$ cat config.mk
export PLATFORM = sky130hd
export DESIGN_NAME = ipcp_top
export DESIGN_NICKNAME = d
export VERILOG_FILES = /design/src/rtl/ipcp_pkg.sv /design/src/rtl/ipcp_mem_if.sv /design/src/rtl/ipcp_buf_mem.sv /design/src/rtl/ipcp_top.sv
export SDC_FILE = /design/constraint.sdc
export NUM_CORES = 1
export LEC_CHECK = 0
export ABC_AREA = 1
export BUFFER_PORTS_ARGS = -buffer_cell sky130_fd_sc_hd__buf_2
export CORE_MARGIN = 5
export CORE_UTILIZATION = 55
export CTS_CLUSTER_SIZE = 30
export DETAILED_ROUTE_END_ITERATION = 7
export GPL_TIMING_DRIVEN = 0
export HOLD_SLACK_MARGIN = 0.1
export PLACE_DENSITY = 0.75
export SLEW_MARGIN = 10
export SYNTH_ARGS = -nofsm -noshare
export SYNTH_HDL_FRONTEND = slang
export SYNTH_HIERARCHICAL = 1
export SYNTH_SLANG_ARGS = --single-unit
export TNS_END_PERCENT = 10
$ cat constraint.sdc
create_clock -name clk -period 7.55 [get_ports clk]
set_input_delay 0.3775 -clock clk [delete_from_list [all_inputs] [get_ports clk]]
set_output_delay 0.3775 -clock clk [all_outputs]
set_load 0.01 [all_outputs]
$ cat src/rtl/ipcp_pkg.sv
// Constants, types and helpers shared by the packet command port design.
// Assumes a 200 MHz system clock and a host that drives SCL at 100 kHz or less.
// What this block does
// - Address byte: 7-bit address, LSB selects read
// - Default target address is 0x2A
// - Command 0x21 sets address; 0x04 saves it
// - Up and down held four seconds shows address
// - Packet: type, count, payload, then check value
// - Type: two category bits, six code bits
// - Category 00 command in, 01 response out
// - Category 10 reports, 11 error responses
// - Payload count byte, at most 18 bytes
// - 16-bit check follows payload, low byte first
// - Reads past the end repeat last byte
// - Full input buffer NAKs and drops bytes
// - Result ready within 5 ms of command
// - Every command that passes its checks answered, code echoed back
// - Ping with at most 16 payload bytes echoed with type 0x40
package ipcp_pkg;

  localparam logic [6:0]  ADDR_DEFAULT     = 7'h2a;
  localparam logic [1:0]  CAT_CMD          = 2'h0;
  localparam logic [1:0]  CAT_RESP         = 2'h1;
  localparam logic [1:0]  CAT_REPORT       = 2'h2;
  localparam logic [1:0]  CAT_ERR          = 2'h3;
  localparam logic [5:0]  CODE_PING        = 6'h00;
  localparam logic [5:0]  CODE_SAVE_BOOT   = 6'h04;
  localparam logic [5:0]  CODE_SET_ADDR    = 6'h21;
  localparam logic [7:0]  MAX_PAYLOAD      = 8'h12;
  localparam logic [7:0]  PING_MAX_PAYLOAD = 8'h10;
  localparam logic [7:0]  PKT_OVERHEAD     = 8'h04;
  localparam logic [4:0]  PKT_MAX_BYTES    = 5'h16;
  localparam logic [15:0] CRC_INIT         = 16'hffff;
  localparam logic [15:0] CRC_POLY         = 16'h8408;
  // Register value left after a packet plus its own inverted check, low first
  localparam logic [15:0] CRC_RESIDUE      = 16'hf0b8;

  localparam int unsigned CLK_KHZ        = 200000;
  localparam int unsigned SCL_MAX_KHZ    = 100;
  localparam int unsigned EXEC_LIMIT_US  = 5000;
  localparam int unsigned EXEC_LIMIT_CYC = EXEC_LIMIT_US * CLK_KHZ / 1000;
  localparam int unsigned KEY_HOLD_MS    = 4000;
  localparam int unsigned KEY_HOLD_CYC   = KEY_HOLD_MS * CLK_KHZ;

  typedef enum logic [2:0] {
    I_IDLE = 3'b000,
    I_ADDR = 3'b001,
    I_AACK = 3'b010,
    I_WR   = 3'b011,
    I_WACK = 3'b100,
    I_RD   = 3'b101,
    I_RACK = 3'b110
  } ipcp_i2c_e;

  typedef enum logic [1:0] {
    EX_IDLE  = 2'b00,
    EX_CHECK = 2'b01,
    EX_EMIT  = 2'b10,
    EX_WAIT  = 2'b11
  } ipcp_exec_e;

  function automatic logic [15:0] ipcp_crc_byte(input logic [15:0] crc,
                                                input logic [7:0]  data);
    logic [15:0] c;
    c = crc ^ {8'h00, data};
    for (int i = 0; i < 8; i++) begin
      c = c[0] ? ((c >> 1) ^ CRC_POLY) : (c >> 1);
    end
    return c;
  endfunction

endpackage

$ cat src/rtl/ipcp_mem_if.sv
// Write port and registered read port of one packet buffer.
// Assumes the controller and the memory share one clock.
`timescale 1ns/1ps
interface ipcp_mem_if #(parameter int AW = 5);
  logic          we;
  logic [AW-1:0] waddr;
  logic [7:0]    wdata;
  logic [AW-1:0] raddr;
  logic [7:0]    rdata;
  modport ctl (output we, waddr, wdata, raddr, input rdata);
  modport mem (input we, waddr, wdata, raddr, output rdata);
endinterface

$ cat src/rtl/ipcp_buf_mem.sv
// Small byte memory holding one packet, read data from a register.
// Assumes one write and one read per clock; read data lag the address by one.
`timescale 1ns/1ps
module ipcp_buf_mem #(
  parameter int DEPTH = 32
) (
  input  wire logic clk,
  ipcp_mem_if.mem   port
);
  logic [7:0] mem_q [DEPTH];

  // No reset: contents are only read after being written
  always_ff @(posedge clk) begin
    if (port.we) begin
      mem_q[port.waddr] <= port.wdata;
    end
    port.rdata <= mem_q[port.raddr];
  end
endmodule

$ cat src/rtl/ipcp_top.sv
// I2C target that takes checked command packets and queues the answers.
// Assumes SCL, SDA and keys come from pins; SDA is open drain outside.
`timescale 1ns/1ps
module ipcp_top import ipcp_pkg::*; #(
  parameter int unsigned EXEC_LIMIT = EXEC_LIMIT_CYC,
  parameter int unsigned KEY_HOLD   = KEY_HOLD_CYC
) (
  input  wire logic       clk,
  input  wire logic       reset,
  input  wire logic       scl,
  input  wire logic       sda,
  output logic            sda_drv,
  output logic            sda_oe_n,
  input  wire logic       key_up,
  input  wire logic       key_down,
  output logic            show_addr,
  output logic [6:0]      show_addr_val,
  output logic            save_req,
  output logic [6:0]      save_addr
);

  logic       scl_m_q, scl_s_q, scl_p_q;
  logic       sda_m_q, sda_s_q, sda_p_q;
  logic [1:0] key_m_q, key_s_q;

  always_ff @(posedge clk or posedge reset) begin
    if (reset) begin
      {scl_m_q, scl_s_q, scl_p_q} <= 3'h7;
      {sda_m_q, sda_s_q, sda_p_q} <= 3'h7;
      key_m_q <= 2'h0;
      key_s_q <= 2'h0;
    end else begin
      {scl_m_q, scl_s_q, scl_p_q} <= {scl, scl_m_q, scl_s_q};
      {sda_m_q, sda_s_q, sda_p_q} <= {sda, sda_m_q, sda_s_q};
      key_m_q <= {key_up, key_down};
      key_s_q <= key_m_q;
    end
  end

  wire logic scl_rise  = scl_s_q & ~scl_p_q;
  wire logic scl_fall  = ~scl_s_q & scl_p_q;
  wire logic start_det = scl_s_q & scl_p_q & sda_p_q & ~sda_s_q;
  wire logic stop_det  = scl_s_q & scl_p_q & ~sda_p_q & sda_s_q;

  ipcp_mem_if #(.AW(5)) in_bus ();
  ipcp_mem_if #(.AW(5)) out_bus ();

  ipcp_buf_mem #(.DEPTH(32)) u_in_mem (
    .clk  (clk),
    .port (in_bus.mem)
  );
  ipcp_buf_mem #(.DEPTH(32)) u_out_mem (
    .clk  (clk),
    .port (out_bus.mem)
  );

  ipcp_i2c_e   i2c_q;
  ipcp_exec_e  ex_q;
  logic [3:0]  bit_q;
  logic [7:0]  sh_q, tx_q;
  logic        oe_n_q, rw_q, rd_active_q, pkt_done_q;
  logic [4:0]  in_cnt_q, rd_ptr_q, out_len_q, owp_q;
  logic [15:0] rx_crc_q, ocrc_q;
  logic [7:0]  rx_type_q, rx_len_q, rx_arg_q, rtype_q;
  logic [4:0]  e_q, rlen_q;
  logic [6:0]  addr_q;

  wire logic       exec_busy = ex_q != EX_IDLE;
  wire logic       byte_end  = scl_fall & (bit_q == 4'h8);
  wire logic       addr_hit  = (sh_q[7:1] == addr_q) & ~(exec_busy & ~sh_q[0]);
  wire logic       in_full   = (in_cnt_q == PKT_MAX_BYTES) | exec_busy;
  wire logic       wr_take   = (i2c_q == I_WR) & byte_end & ~in_full;
  wire logic [7:0] rd_byte   = out_bus.rdata;
  wire logic [4:0] rd_next   = rd_ptr_q + 5'h1;
  wire logic       rd_more   = rd_next < out_len_q;

  assign in_bus.we     = wr_take;
  assign in_bus.waddr  = in_cnt_q;
  assign in_bus.wdata  = sh_q;
  assign in_bus.raddr  = e_q;
  assign out_bus.raddr = rd_ptr_q;

  always_ff @(posedge clk or posedge reset) begin
    if (reset) begin
      i2c_q       <= I_IDLE;
      bit_q       <= 4'h0;
      sh_q        <= 8'h00;
      tx_q        <= 8'h00;
      oe_n_q      <= 1'b1;
      rw_q        <= 1'b0;
      rd_active_q <= 1'b0;
      pkt_done_q  <= 1'b0;
      in_cnt_q    <= 5'h00;
      rd_ptr_q    <= 5'h00;
      rx_crc_q    <= CRC_INIT;
      rx_type_q   <= 8'h00;
      rx_len_q    <= 8'h00;
      rx_arg_q    <= 8'h00;
    end else begin
      pkt_done_q <= 1'b0;
      if (start_det) begin
        i2c_q       <= I_ADDR;
        bit_q       <= 4'h0;
        oe_n_q      <= 1'b1;
        rd_active_q <= 1'b0;
      end else if (stop_det) begin
        i2c_q       <= I_IDLE;
        oe_n_q      <= 1'b1;
        rd_active_q <= 1'b0;
        // A whole packet ends at STOP
        pkt_done_q  <= ((i2c_q == I_WR) | (i2c_q == I_WACK)) & ~rw_q &
                       (in_cnt_q != 5'h00);
      end else begin
        case (i2c_q)
          I_ADDR, I_WR: begin
            if (scl_rise) begin
              sh_q  <= {sh_q[6:0], sda_s_q};
              bit_q <= bit_q + 4'h1;
            end else if (byte_end && i2c_q == I_ADDR) begin
              // Upper seven bits address, LSB direction
              if (addr_hit) begin
                oe_n_q   <= 1'b0;
                rw_q     <= sh_q[0];
                rd_ptr_q <= 5'h00;
                i2c_q    <= I_AACK;
                if (!sh_q[0]) begin
                  in_cnt_q <= 5'h00;
                  rx_crc_q <= CRC_INIT;
                end
              end else begin
                i2c_q <= I_IDLE;
              end
            end else if (byte_end) begin
              i2c_q <= I_WACK;
              // Full buffer leaves SDA released and drops the byte
              if (!in_full) begin
                oe_n_q   <= 1'b0;
                in_cnt_q <= in_cnt_q + 5'h1;
                rx_crc_q <= ipcp_crc_byte(rx_crc_q, sh_q);
                // Type, count, then first payload byte
                if (in_cnt_q == 5'h00) begin
                  rx_type_q <= sh_q;
                end
                if (in_cnt_q == 5'h01) begin
                  rx_len_q <= sh_q;
                end
                if (in_cnt_q == 5'h02) begin
                  rx_arg_q <= sh_q;
                end
              end
            end
          end
          I_AACK: begin
            if (scl_fall) begin
              bit_q <= 4'h0;
              if (rw_q) begin
                tx_q        <= rd_byte;
                oe_n_q      <= rd_byte[7];
                rd_active_q <= 1'b1;
                i2c_q       <= I_RD;
              end else begin
                oe_n_q <= 1'b1;
                i2c_q  <= I_WR;
              end
            end
          end
          I_WACK: begin
            if (scl_fall) begin
              oe_n_q <= 1'b1;
              bit_q  <= 4'h0;
              i2c_q  <= I_WR;
            end
          end
          I_RD: begin
            if (scl_rise) begin
              bit_q <= bit_q + 4'h1;
            end else if (byte_end) begin
              oe_n_q <= 1'b1;
              i2c_q  <= I_RACK;
            end else if (scl_fall) begin
              tx_q   <= {tx_q[6:0], 1'b0};
              oe_n_q <= tx_q[6];
            end
          end
          I_RACK: begin
            if (scl_rise) begin
              if (sda_s_q) begin
                i2c_q <= I_IDLE;
              end else if (rd_more) begin
                rd_ptr_q <= rd_next;
              end
              // Past the end the pointer holds
            end else if (scl_fall) begin
              tx_q   <= rd_byte;
              oe_n_q <= rd_byte[7];
              bit_q  <= 4'h0;
              i2c_q  <= I_RD;
            end
          end
          default: i2c_q <= I_IDLE;
        endcase
      end
    end
  end

  wire logic [1:0] rx_cat    = rx_type_q[7:6];
  wire logic [5:0] rx_code   = rx_type_q[5:0];
  // Oversize count or bad check drops the packet
  wire logic       pkt_ok    = (rx_len_q <= MAX_PAYLOAD) &
                               ({3'h0, in_cnt_q} == rx_len_q + PKT_OVERHEAD) &
                               (rx_crc_q == CRC_RESIDUE);
  wire logic       is_cmd    = rx_cat == CAT_CMD;
  wire logic       ping_ok   = is_cmd & (rx_code == CODE_PING) &
                               (rx_len_q <= PING_MAX_PAYLOAD);
  wire logic       setad_ok  = is_cmd & (rx_code == CODE_SET_ADDR) &
                               (rx_len_q == 8'h01) & ~rx_arg_q[7];
  wire logic       save_ok   = is_cmd & (rx_code == CODE_SAVE_BOOT) &
                               (rx_len_q == 8'h00);
  wire logic       cmd_ok    = ping_ok | setad_ok | save_ok;
  // Code echoed under response or error category
  wire logic [7:0] resp_type = {cmd_ok ? CAT_RESP : CAT_ERR, rx_code};
  wire logic [4:0] resp_len  = ping_ok ? rx_len_q[4:0] : 5'h00;

  // Check value follows the payload, low byte first
  wire logic [7:0] fi_byte   = (e_q == 5'h00) ? rtype_q :
                               (e_q == 5'h01) ? {3'h0, rlen_q} :
                               (e_q < rlen_q + 5'h2) ? in_bus.rdata :
                               (e_q == rlen_q + 5'h2) ? ~ocrc_q[7:0] :
                               ~ocrc_q[15:8];
  wire logic       fi_valid  = ex_q == EX_EMIT;
  wire logic [8:0] fi_data   = {e_q == 5'h00, fi_byte};
  wire logic       fi_ready;

  always_ff @(posedge clk or posedge reset) begin
    if (reset) begin
      ex_q        <= EX_IDLE;
      e_q         <= 5'h00;
      rtype_q     <= 8'h00;
      rlen_q      <= 5'h00;
      ocrc_q      <= CRC_INIT;
      addr_q      <= ADDR_DEFAULT;
      save_req    <= 1'b0;
      save_addr   <= ADDR_DEFAULT;
    end else begin
      save_req <= 1'b0;
      case (ex_q)
        EX_IDLE: begin
          if (pkt_done_q) begin
            ex_q <= EX_CHECK;
          end
        end
        EX_CHECK: begin
          if (pkt_ok) begin
            rtype_q <= resp_type;
            rlen_q  <= resp_len;
            e_q     <= 5'h00;
            ocrc_q  <= CRC_INIT;
            ex_q    <= EX_EMIT;
            if (setad_ok) begin
              addr_q <= rx_arg_q[6:0];
            end
            if (save_ok) begin
              save_req  <= 1'b1;
              save_addr <= addr_q;
            end
          end else begin
            ex_q <= EX_IDLE;
          end
        end
        EX_EMIT: begin
          // Stalls here while the answer buffer is full
          if (fi_ready) begin
            e_q <= e_q + 5'h1;
            if (e_q < rlen_q + 5'h2) begin
              ocrc_q <= ipcp_crc_byte(ocrc_q, fi_byte);
            end
            ex_q <= (e_q == rlen_q + 5'h3) ? EX_IDLE : EX_WAIT;
          end
        end
        EX_WAIT: ex_q <= EX_EMIT;
        default: ex_q <= EX_IDLE;
      endcase
    end
  end

  // Two-entry buffer toward the answer memory
  logic [8:0] f0_q, f1_q;
  logic [1:0] fcnt_q;
  // Never rewrite the answer while the host is reading it
  wire logic       fo_ready = ~rd_active_q;
  wire logic       fo_valid = fcnt_q != 2'h0;
  wire logic       f_push   = fi_valid & fi_ready;
  wire logic       f_pop    = fo_valid & fo_ready;
  wire logic [8:0] f0_d     = f_pop ? ((fcnt_q == 2'h2) ? f1_q : fi_data) :
                              ((fcnt_q == 2'h0) ? fi_data : f0_q);
  wire logic       f1_load  = f_push & (f_pop ? (fcnt_q == 2'h2) :
                                                (fcnt_q == 2'h1));
  wire logic [4:0] ow_addr  = f0_q[8] ? 5'h00 : owp_q;
  assign fi_ready = fcnt_q != 2'h2;

  assign out_bus.we    = f_pop;
  assign out_bus.waddr = ow_addr;
  assign out_bus.wdata = f0_q[7:0];

  always_ff @(posedge clk or posedge reset) begin
    if (reset) begin
      f0_q      <= 9'h000;
      f1_q      <= 9'h000;
      fcnt_q    <= 2'h0;
      owp_q     <= 5'h00;
      out_len_q <= 5'h00;
    end else begin
      f0_q   <= f0_d;
      f1_q   <= f1_load ? fi_data : f1_q;
      fcnt_q <= fcnt_q + {1'b0, f_push} - {1'b0, f_pop};
      if (f_pop) begin
        owp_q     <= ow_addr + 5'h1;
        out_len_q <= ow_addr + 5'h1;
      end
    end
  end

  // Address display after both keys are held long enough
  logic [29:0] key_cnt_q;
  wire logic   both_keys = &key_s_q;
  always_ff @(posedge clk or posedge reset) begin
    if (reset) begin
      key_cnt_q     <= 30'h0;
      show_addr     <= 1'b0;
      show_addr_val <= ADDR_DEFAULT;
      sda_drv       <= 1'b0;
      sda_oe_n      <= 1'b1;
    end else begin
      sda_drv       <= 1'b0;
      sda_oe_n      <= oe_n_q;
      show_addr_val <= addr_q;
      if (!both_keys) begin
        key_cnt_q <= 30'h0;
        show_addr <= 1'b0;
      end else if (key_cnt_q != 30'(KEY_HOLD - 1)) begin
        key_cnt_q <= key_cnt_q + 30'h1;
      end else begin
        show_addr <= 1'b1;
      end
    end
  end

  // Helper for the execution time check
  logic [31:0] exec_cyc_q;
  always_ff @(posedge clk or posedge reset) begin
    if (reset) begin
      exec_cyc_q <= 32'h0;
    end else begin
      exec_cyc_q <= exec_busy ? exec_cyc_q + 32'h1 : 32'h0;
    end
  end

  // Check run over the bytes as queued, so the sent order is verified
  logic [15:0]      ans_crc_q;
  wire logic [15:0] ans_crc_base = (e_q == 5'h00) ? CRC_INIT : ans_crc_q;
  always_ff @(posedge clk or posedge reset) begin
    if (reset) begin
      ans_crc_q <= CRC_INIT;
    end else if (f_push) begin
      ans_crc_q <= ipcp_crc_byte(ans_crc_base, fi_byte);
    end
  end
endmodule

==> results by group, run 1 <==
Status
  – Status: complete, but fails checks
  – Failing checks: DRC

Global route
  – GRT Residual Overflow: 0
  – Largest net degree at the start of global routing: 112
  – First-pass GRT wire length: 125000 µm
  – Tot GR Track Use: 24.6%
  – Vias in the first global route: 22719
  – Initial antenna violation count: 0

Min path
  – Hold Path Class: reg -> reg
  – HP Start: key_m_q[1]

Synthesis
  – Area contributors post-synth: edfxtp_1 (47%), nand2_1 (12%), dfrtp_1 (12%), nand3_1 (7.8%), dfstp_2 (3.9%)
  – Post-synth top area cell: edfxtp_1
  – FF+latch count, synth: 729
  – Synth warnings: 6
  – Asr flop ratio synth: 27.6%
  – Post-synth top area share: 46.8%
  – Avg Inst Size Synth: 10.2 µm²
  – Primary FF master, synth: edfxtp_1
  – Mapped Area: 32800 µm²
  – Gate Count Post-Synth: 3228
  – Sequential fraction of the synthesis area: 63.3%
  – Unique masters post-synth: 63
  – Post-synth EDFFs: 512
  – Synthesized Nets: 3266

Layout
  – Multi-input gate area: 10300 µm²
  – Layout cells sized above 1: 12.7%
  – Fillcell total: 4692
  – Seq. cell area: 20800 µm²
  – Nets: 3372
  – Post-Layout Cell Count: 4169
  – Ant diodes: 0
  – Area Overhead vs Synth: 11.4%

Route
  – Final wirelength: 80100 µm
  – Via count: 23646
  – DRT antenna net count: 0
  – Number of DRC markers in iteration 0: 2389
  – Initial DRT Pass Iterations: 8
  – Vias per inst: 5.67
  – DRC errors left: 2
  – Routed len/inst: 19.2 µm

STA
  – Max-Slew Margin vs Limit: 11.8%
  – Least-Margin Pin Slew: 1.32 ns
  – Final hold slack: 0.355 ns
  – Slew Viols, Final: 0
  – Crit path time final: 3.63 ns
  – Worst setup margin: 3.92 ns
  – Skew final: 0.0280 ns
  – FMAX: 276 MHz
  – Final setup vio count: 0
  – Fin. Hold Viols: 0
  – Tcrit/Tclk final: 48.1%
  – RSZ-0062 raised after global routing: no

Floorplan
  – Die width: 254 µm
  – CORE AREA: 59000 µm²
  – I/O pin cnt: 24
  – Die height: 254 µm
  – Num rows: 89
  – Full die area: 64700 µm²
  – Starting utilization of the core area: 55.6%

Power and ir drop
  – Power, Total: 10.4 mW
  – Clock share of power: 36.8%
  – Pleak: 14.3 nW
  – Net load switching power: 3.08 mW
  – Flop pwr share: 45.5%
  – Pwr/cell area: 283 nW/µm²
  – Peak supply drop: 0.282 mV
  – Comb pwr share: 17.8%
  – Int Pwr: 7.29 mW
  – Sw Ratio: 29.7%

Setup path
  – WP data required: 7.77 ns
  – CP startpoint kind: flip-flop
  – CP Data Arrival Time: 3.85 ns
  – CP endpoint kind: flip-flop
  – Crit-path cells: ha_1, buf_4, nand4_2, inv_1, nand2_1, nor2_1, nand3_1, nor2_1
  – Kind of critical path: reg -> reg
  – Critical Path Most Common Cell: nor2_1
  – Worst path bufs/invs: 2
  – CP Launch Point: scl_p_q
  – Highest-delay cell along the critical path: nor2_1
  – Launching point of the worst reg2reg path: scl_p_q
  – CP max FO: 9
  – Crit-path leading delay family: simple AND/OR/NAND/NOR gates
  – Worst path max stage delay: 0.96 ns

Job
  – Number of max-cap violations: 0

Placement
  – Pre-CTS setup slack: 4.11 ns
  – Port bufs: 22
  – Final Wtd Congestion: 0.938
  – Final HPWL DP: 52300 µm
  – Inst Count DP: 4024

Clock tree
  – CTS clock-pin slew for the worst setup and hold paths: 0.06 ns
  – CTS H-tree depth: 3
  – Clk Latency, worst-skew pair: 0.62 ns
  – CTS max path bufs: 3
  – Cts hold-fix bufs: 5
  – Number of CTS-inserted buffers: 76
  – CTS resizes: 0
  – Root buf cell: clkbuf_16
  – CTS tree: built
  – Postcts setup bufs: 0
  – Clk sinks: 729
-- synthesized netlist by cell type, types with 6 or more instances --
cell,number
dfxtp_1,16
o31ai_1,6
nand3_1,511
buf_2,35
buf_4,13
ha_1,32
or2_2,6
o21ai_1,13
nand2_4,7
nor2_2,7
nand4_1,25
dfrtp_1,152
dfstp_2,49
nor4_1,6
a21oi_2,7
nand2_2,36
a21oi_1,47
o22ai_1,6
nor3_1,28
inv_2,23
o21ai_0,117
xor2_1,22
o211ai_1,9
edfxtp_1,512
nand2_1,1028
inv_1,182
nand3_2,8
xnor2_1,28
clkbuf_1,24
a31oi_1,11
buf_6,50
nor2_1,158
-- state kept, by name, summed over array words and instances (netlist names), 9 cells and up --
name	cells
f0_q	9
key_cnt_q	30
ocrc_q	16
u_in_mem/mem_q	256
u_out_mem/mem_q	256
f1_q	9
rx_crc_q	16
-- placed cells by master (no fill, tap or decap), types with 7 or more instances in the layout --
| cell | count |
|---|---|
| nand2_1 | 1028 |
| o21ai_1 | 13 |
| a31oi_1 | 11 |
| nor2_1 | 158 |
| edfxtp_1 | 512 |
| clkinv_1 | 10 |
| nor3_1 | 28 |
| nand4_1 | 25 |
| nor2_2 | 7 |
| nand3_1 | 511 |
| xor2_1 | 22 |
| nand2_4 | 7 |
| dfxtp_1 | 16 |
| ha_1 | 32 |
| buf_6 | 50 |
| dfrtp_1 | 139 |
| a21oi_2 | 7 |
| inv_1 | 181 |
| dfstp_2 | 49 |
| xnor2_1 | 28 |
| inv_2 | 23 |
| dfrtp_2 | 13 |
| clkinv_2 | 18 |
| o211ai_1 | 9 |
| buf_4 | 13 |
| nand2_2 | 36 |
| buf_2 | 57 |
| clkbuf_1 | 29 |
| o21ai_0 | 117 |
| clkbuf_16 | 81 |
| nand3_2 | 8 |
| a21oi_1 | 47 |
-- stage by stage --
step	util, %	setup TNS, ns	cell area (µm²)
2_1_floorplan	-	0	32800
3_3_place_gp	57.4	-74.01	33900
3_5_place_dp	57.5	0	33900
4_1_cts	62.0	0	36600
5_1_grt	62.0	0	36600
6_report	62.0	0	36600
-- cell families (layout without fill, tap and decap cells) --
group	Yosys count	in the layout	synth area share (%)
and+or+nand+nor	1850	1850	24.9
DFF	729	729	63.3
buffers and inverters	336	504	5.28
AOI/OAI and AO/OA	229	229	3.89
xor gates and xnor gates	50	50	1.33
adders and majority gates	32	32	1.22
other	1	1	0.0114
muxes	1	1	0.0305
-- worst paths after layout --
check	to	slack (ns)	cells after the start
worst max-delay path	u_in_mem/mem_q[10][4]	3.92	8
worst min-delay path	key_s_q[1]	0.36	0
worst max register to register	u_in_mem/mem_q[10][4]	3.92	8
worst min register to register	key_s_q[1]	0.36	0
max in group asynchronous	f0_q[1]	6.16	4
min in group asynchronous	show_addr_val[0]	0.40	3
-- power by group through the flow --
stage	registers [mW]	logic (mW)	clock network, mW
CTS	4.72	1.81	3.87
floorplan	4.67	1.28	0
finish	4.72	1.84	3.81
global placement	4.79	1.75	0
global route	4.74	2.03	4.05
detailed placement	4.80	1.78	0
-- layout make-up --
type,instances,share of cell area [%]
Sequential cell,729,56.9
Clock buffer,91,5.78
Multi-Input combinational cell,2163,28.2
Clock inverter,49,1.27
Timing Repair Buffer,28,0.513
Inverter,209,2.18
Buffer,127,2.59
Tap cell,773,2.64
-- metal layers --
layer | GRT usage [%] | share of wire [%] | routed length, µm | vias to the layer above
li1 | - | - | - | 11182
met3 | 4.19 | 8.7 | 6990 | 211
met2 | 39.5 | 47 | 37300 | 1097
met5 | 0 | 0 | 0 | -
met1 | 34.2 | 41 | 32800 | 11156
met4 | 9.54 | 3.8 | 3010 | 0
(Power assumes the default switching activity.)
==> run 2, diff against run 1 <==
PLACE_DENSITY = 0.77   (was 0.75)
clock period = 3 ns   (was 7.55 ns; I/O delays follow)
==> results by group, run 2 (same netlist as run 1, synthesis figures left out) <==
Status
  – Status: finished clean

Placement
  – Inst Count DP: 4029
  – Post-place instance area: 34000 µm²
  – Final HPWL DP: 54400 µm
  – Pre-CTS setup slack: -0.344 ns
  – Port bufs: 22
  – Final Wtd Congestion: 0.943

Min path
  – HP Start: scl
  – Hold Path Class: in -> reg

Route
  – Final wirelength: 82500 µm
  – DRC errors left: 0
  – DRT antenna net count: 0
  – Initial DRT Pass Iterations: 6
  – Number of DRC markers in iteration 0: 2700
  – Routed len/inst: 19.8 µm
  – Via count: 24292
  – Vias per inst: 5.82

Setup path
  – CP endpoint kind: flip-flop
  – Worst path max stage delay: 0.55 ns
  – CP Data Arrival Time: 3.18 ns
  – Crit-path cells: ha_1, buf_4, nand4_2, inv_1, nand2_1, nor2_4, nand3_4, nor2_4
  – Critical Path Most Common Cell: nor2_4
  – Crit-path leading delay family: simple AND/OR/NAND/NOR gates
  – Highest-delay cell along the critical path: dfstp_2
  – Launching point of the worst reg2reg path: scl_p_q
  – Worst path bufs/invs: 2
  – Kind of critical path: reg -> reg
  – CP startpoint kind: flip-flop
  – WP data required: 3.27 ns
  – CP max FO: 9
  – CP Launch Point: scl_p_q

Clock tree
  – Clk sinks: 729
  – CTS max path bufs: 3
  – CTS clock-pin slew for the worst setup and hold paths: 0.06 ns
  – Number of CTS-inserted buffers: 75
  – Clk Latency, worst-skew pair: 0.63 ns
  – Root buf cell: clkbuf_16
  – CTS tree: built
  – CTS H-tree depth: 3

STA
  – Final setup vio count: 0
  – FMAX: 344 MHz
  – Worst setup margin: 0.0930 ns
  – Tcrit/Tclk final: 96.9%
  – Max-Slew Margin vs Limit: 17.1%
  – Slew Viols, Final: 0
  – Skew final: 0.0308 ns
  – Least-Margin Pin Slew: 1.24 ns
  – Fin. Hold Viols: 0
  – Crit path time final: 2.91 ns

Layout
  – Multi-input gate area: 10600 µm²
  – Post-route cell area: 37000 µm²
  – Post-Layout Cell Count: 4172
  – Fillcell total: 4599
  – Most frequent cells in the layout: nand2_1 (1028), edfxtp_1 (512), nand3_1 (507), inv_1 (181), dfrtp_1 (138)
  – Top flop regs: u_in_mem/mem_q x256, u_out_mem/mem_q x256, key_cnt_q x30
  – Seq. cell area: 20800 µm²
  – Nets: 3377
  – Area Overhead vs Synth: 12.6%
  – Commonest non-fill, non-tap cell in the layout: nand2_1
  – Layout cells sized above 1: 13.5%
  – Ant diodes: 0

Global route
  – First-pass GRT wire length: 128000 µm
  – Largest net degree at the start of global routing: 38
  – Vias in the first global route: 23126
  – Initial antenna violation count: 0
  – Tot GR Track Use: 25.3%
  – GRT Residual Overflow: 0

Floorplan
  – Die height: 254 µm
  – Num rows: 89
  – Die width: 254 µm
  – Full die area: 64700 µm²
  – CORE AREA: 59000 µm²
  – Starting utilization of the core area: 55.6%
  – I/O pin cnt: 24

Power and ir drop
  – Pleak: 14.4 nW
  – Peak supply drop: 0.577 mV
  – Pwr/cell area: 707 nW/µm²

Job
  – Number of max-cap violations: 0
run 2: cell types whose count changed in the layout (fill, tap and decap cells not counted), moves of 2 or more:
cell,change
clkinv_1,+8
clkinv_2,-8
clkbuf_1,+5
clkinv_4,-3
bufinv_16,+2
nor2_4,+33
inv_4,-2
nand3_4,+4
buf_12,+7
nand3_1,-4
nor2_1,-34
clkbuf_8,-2
run 2: timing repair:
action                                  4_1_cts  5_1_grt
buffers inserted                              0        1
resized for setup                            62       14
pin swaps                                     0        1
hold endpoints to repair                     33        0
endpoints found under the setup margin      264      264
hold buffers                                  5        0
run 2: where the power goes:
group	internal, mW	switching [mW]
Combinational	1.50	3.27
Sequential	11.3	0.553
Clock	5.64	3.88
run 2: final cells by class:
type	instances	area share [%]
timing repair buffer	34	0.812
clock inverter	44	1.25
inverter	209	2.14
clock buffer	93	5.63
tap	773	2.62
multi-input combinational	2163	28.7
sequential	729	56.3
buffer	127	2.56
run 2: path summary, 6_finish.rpt:
check                                   endpoint  slack [ns]  cells after the start
min in group asynchronous           key_cnt_q[1]        0.24                      3
hold reg to reg                          scl_s_q        0.35                      0
setup reg to reg           u_in_mem/mem_q[22][6]        0.09                      8
hold / removal                           scl_m_q        0.17                      2
max in group asynchronous                scl_p_q        1.81                      5
setup / recovery           u_in_mem/mem_q[22][6]        0.09                      8
run 2: routing by layer:
metal / GRT usage (%) / wire length, µm / up-vias / part of all wire [%]
li1: - / - / 11188 / -
met1: 37.1 / 34100 / 11654 / 41
met2: 39.3 / 37800 / 1276 / 46
met3: 4.53 / 8520 / 174 / 10
met4: 7.39 / 2050 / 0 / 2.5
met5: 0 / 0 / - / 0
run 2: worst reg2reg max path, cell delays in order, from the launching register on:
cell and delay, ns:
dfstp_2 0.55, ha_1 0.14, buf_4 0.16, nand4_2 0.25
inv_1 0.26, nand2_1 0.18, nor2_4 0.28, nand3_4 0.32
nor2_4 0.41
run 2: per-stage QoR:
step	total power, mW	TNS [ns]	hold slack (ns)	utilization [%]
finish	26.1	0	0.168	62.6
global route	27.2	-1.67	0.183	62.6
CTS	26.1	-22.09	0.137	62.5
detailed placement	16.6	-49.45	0.256	57.7
global placement	16.5	-178.42	0.256	57.5
floorplan	15.0	0	0.154	-
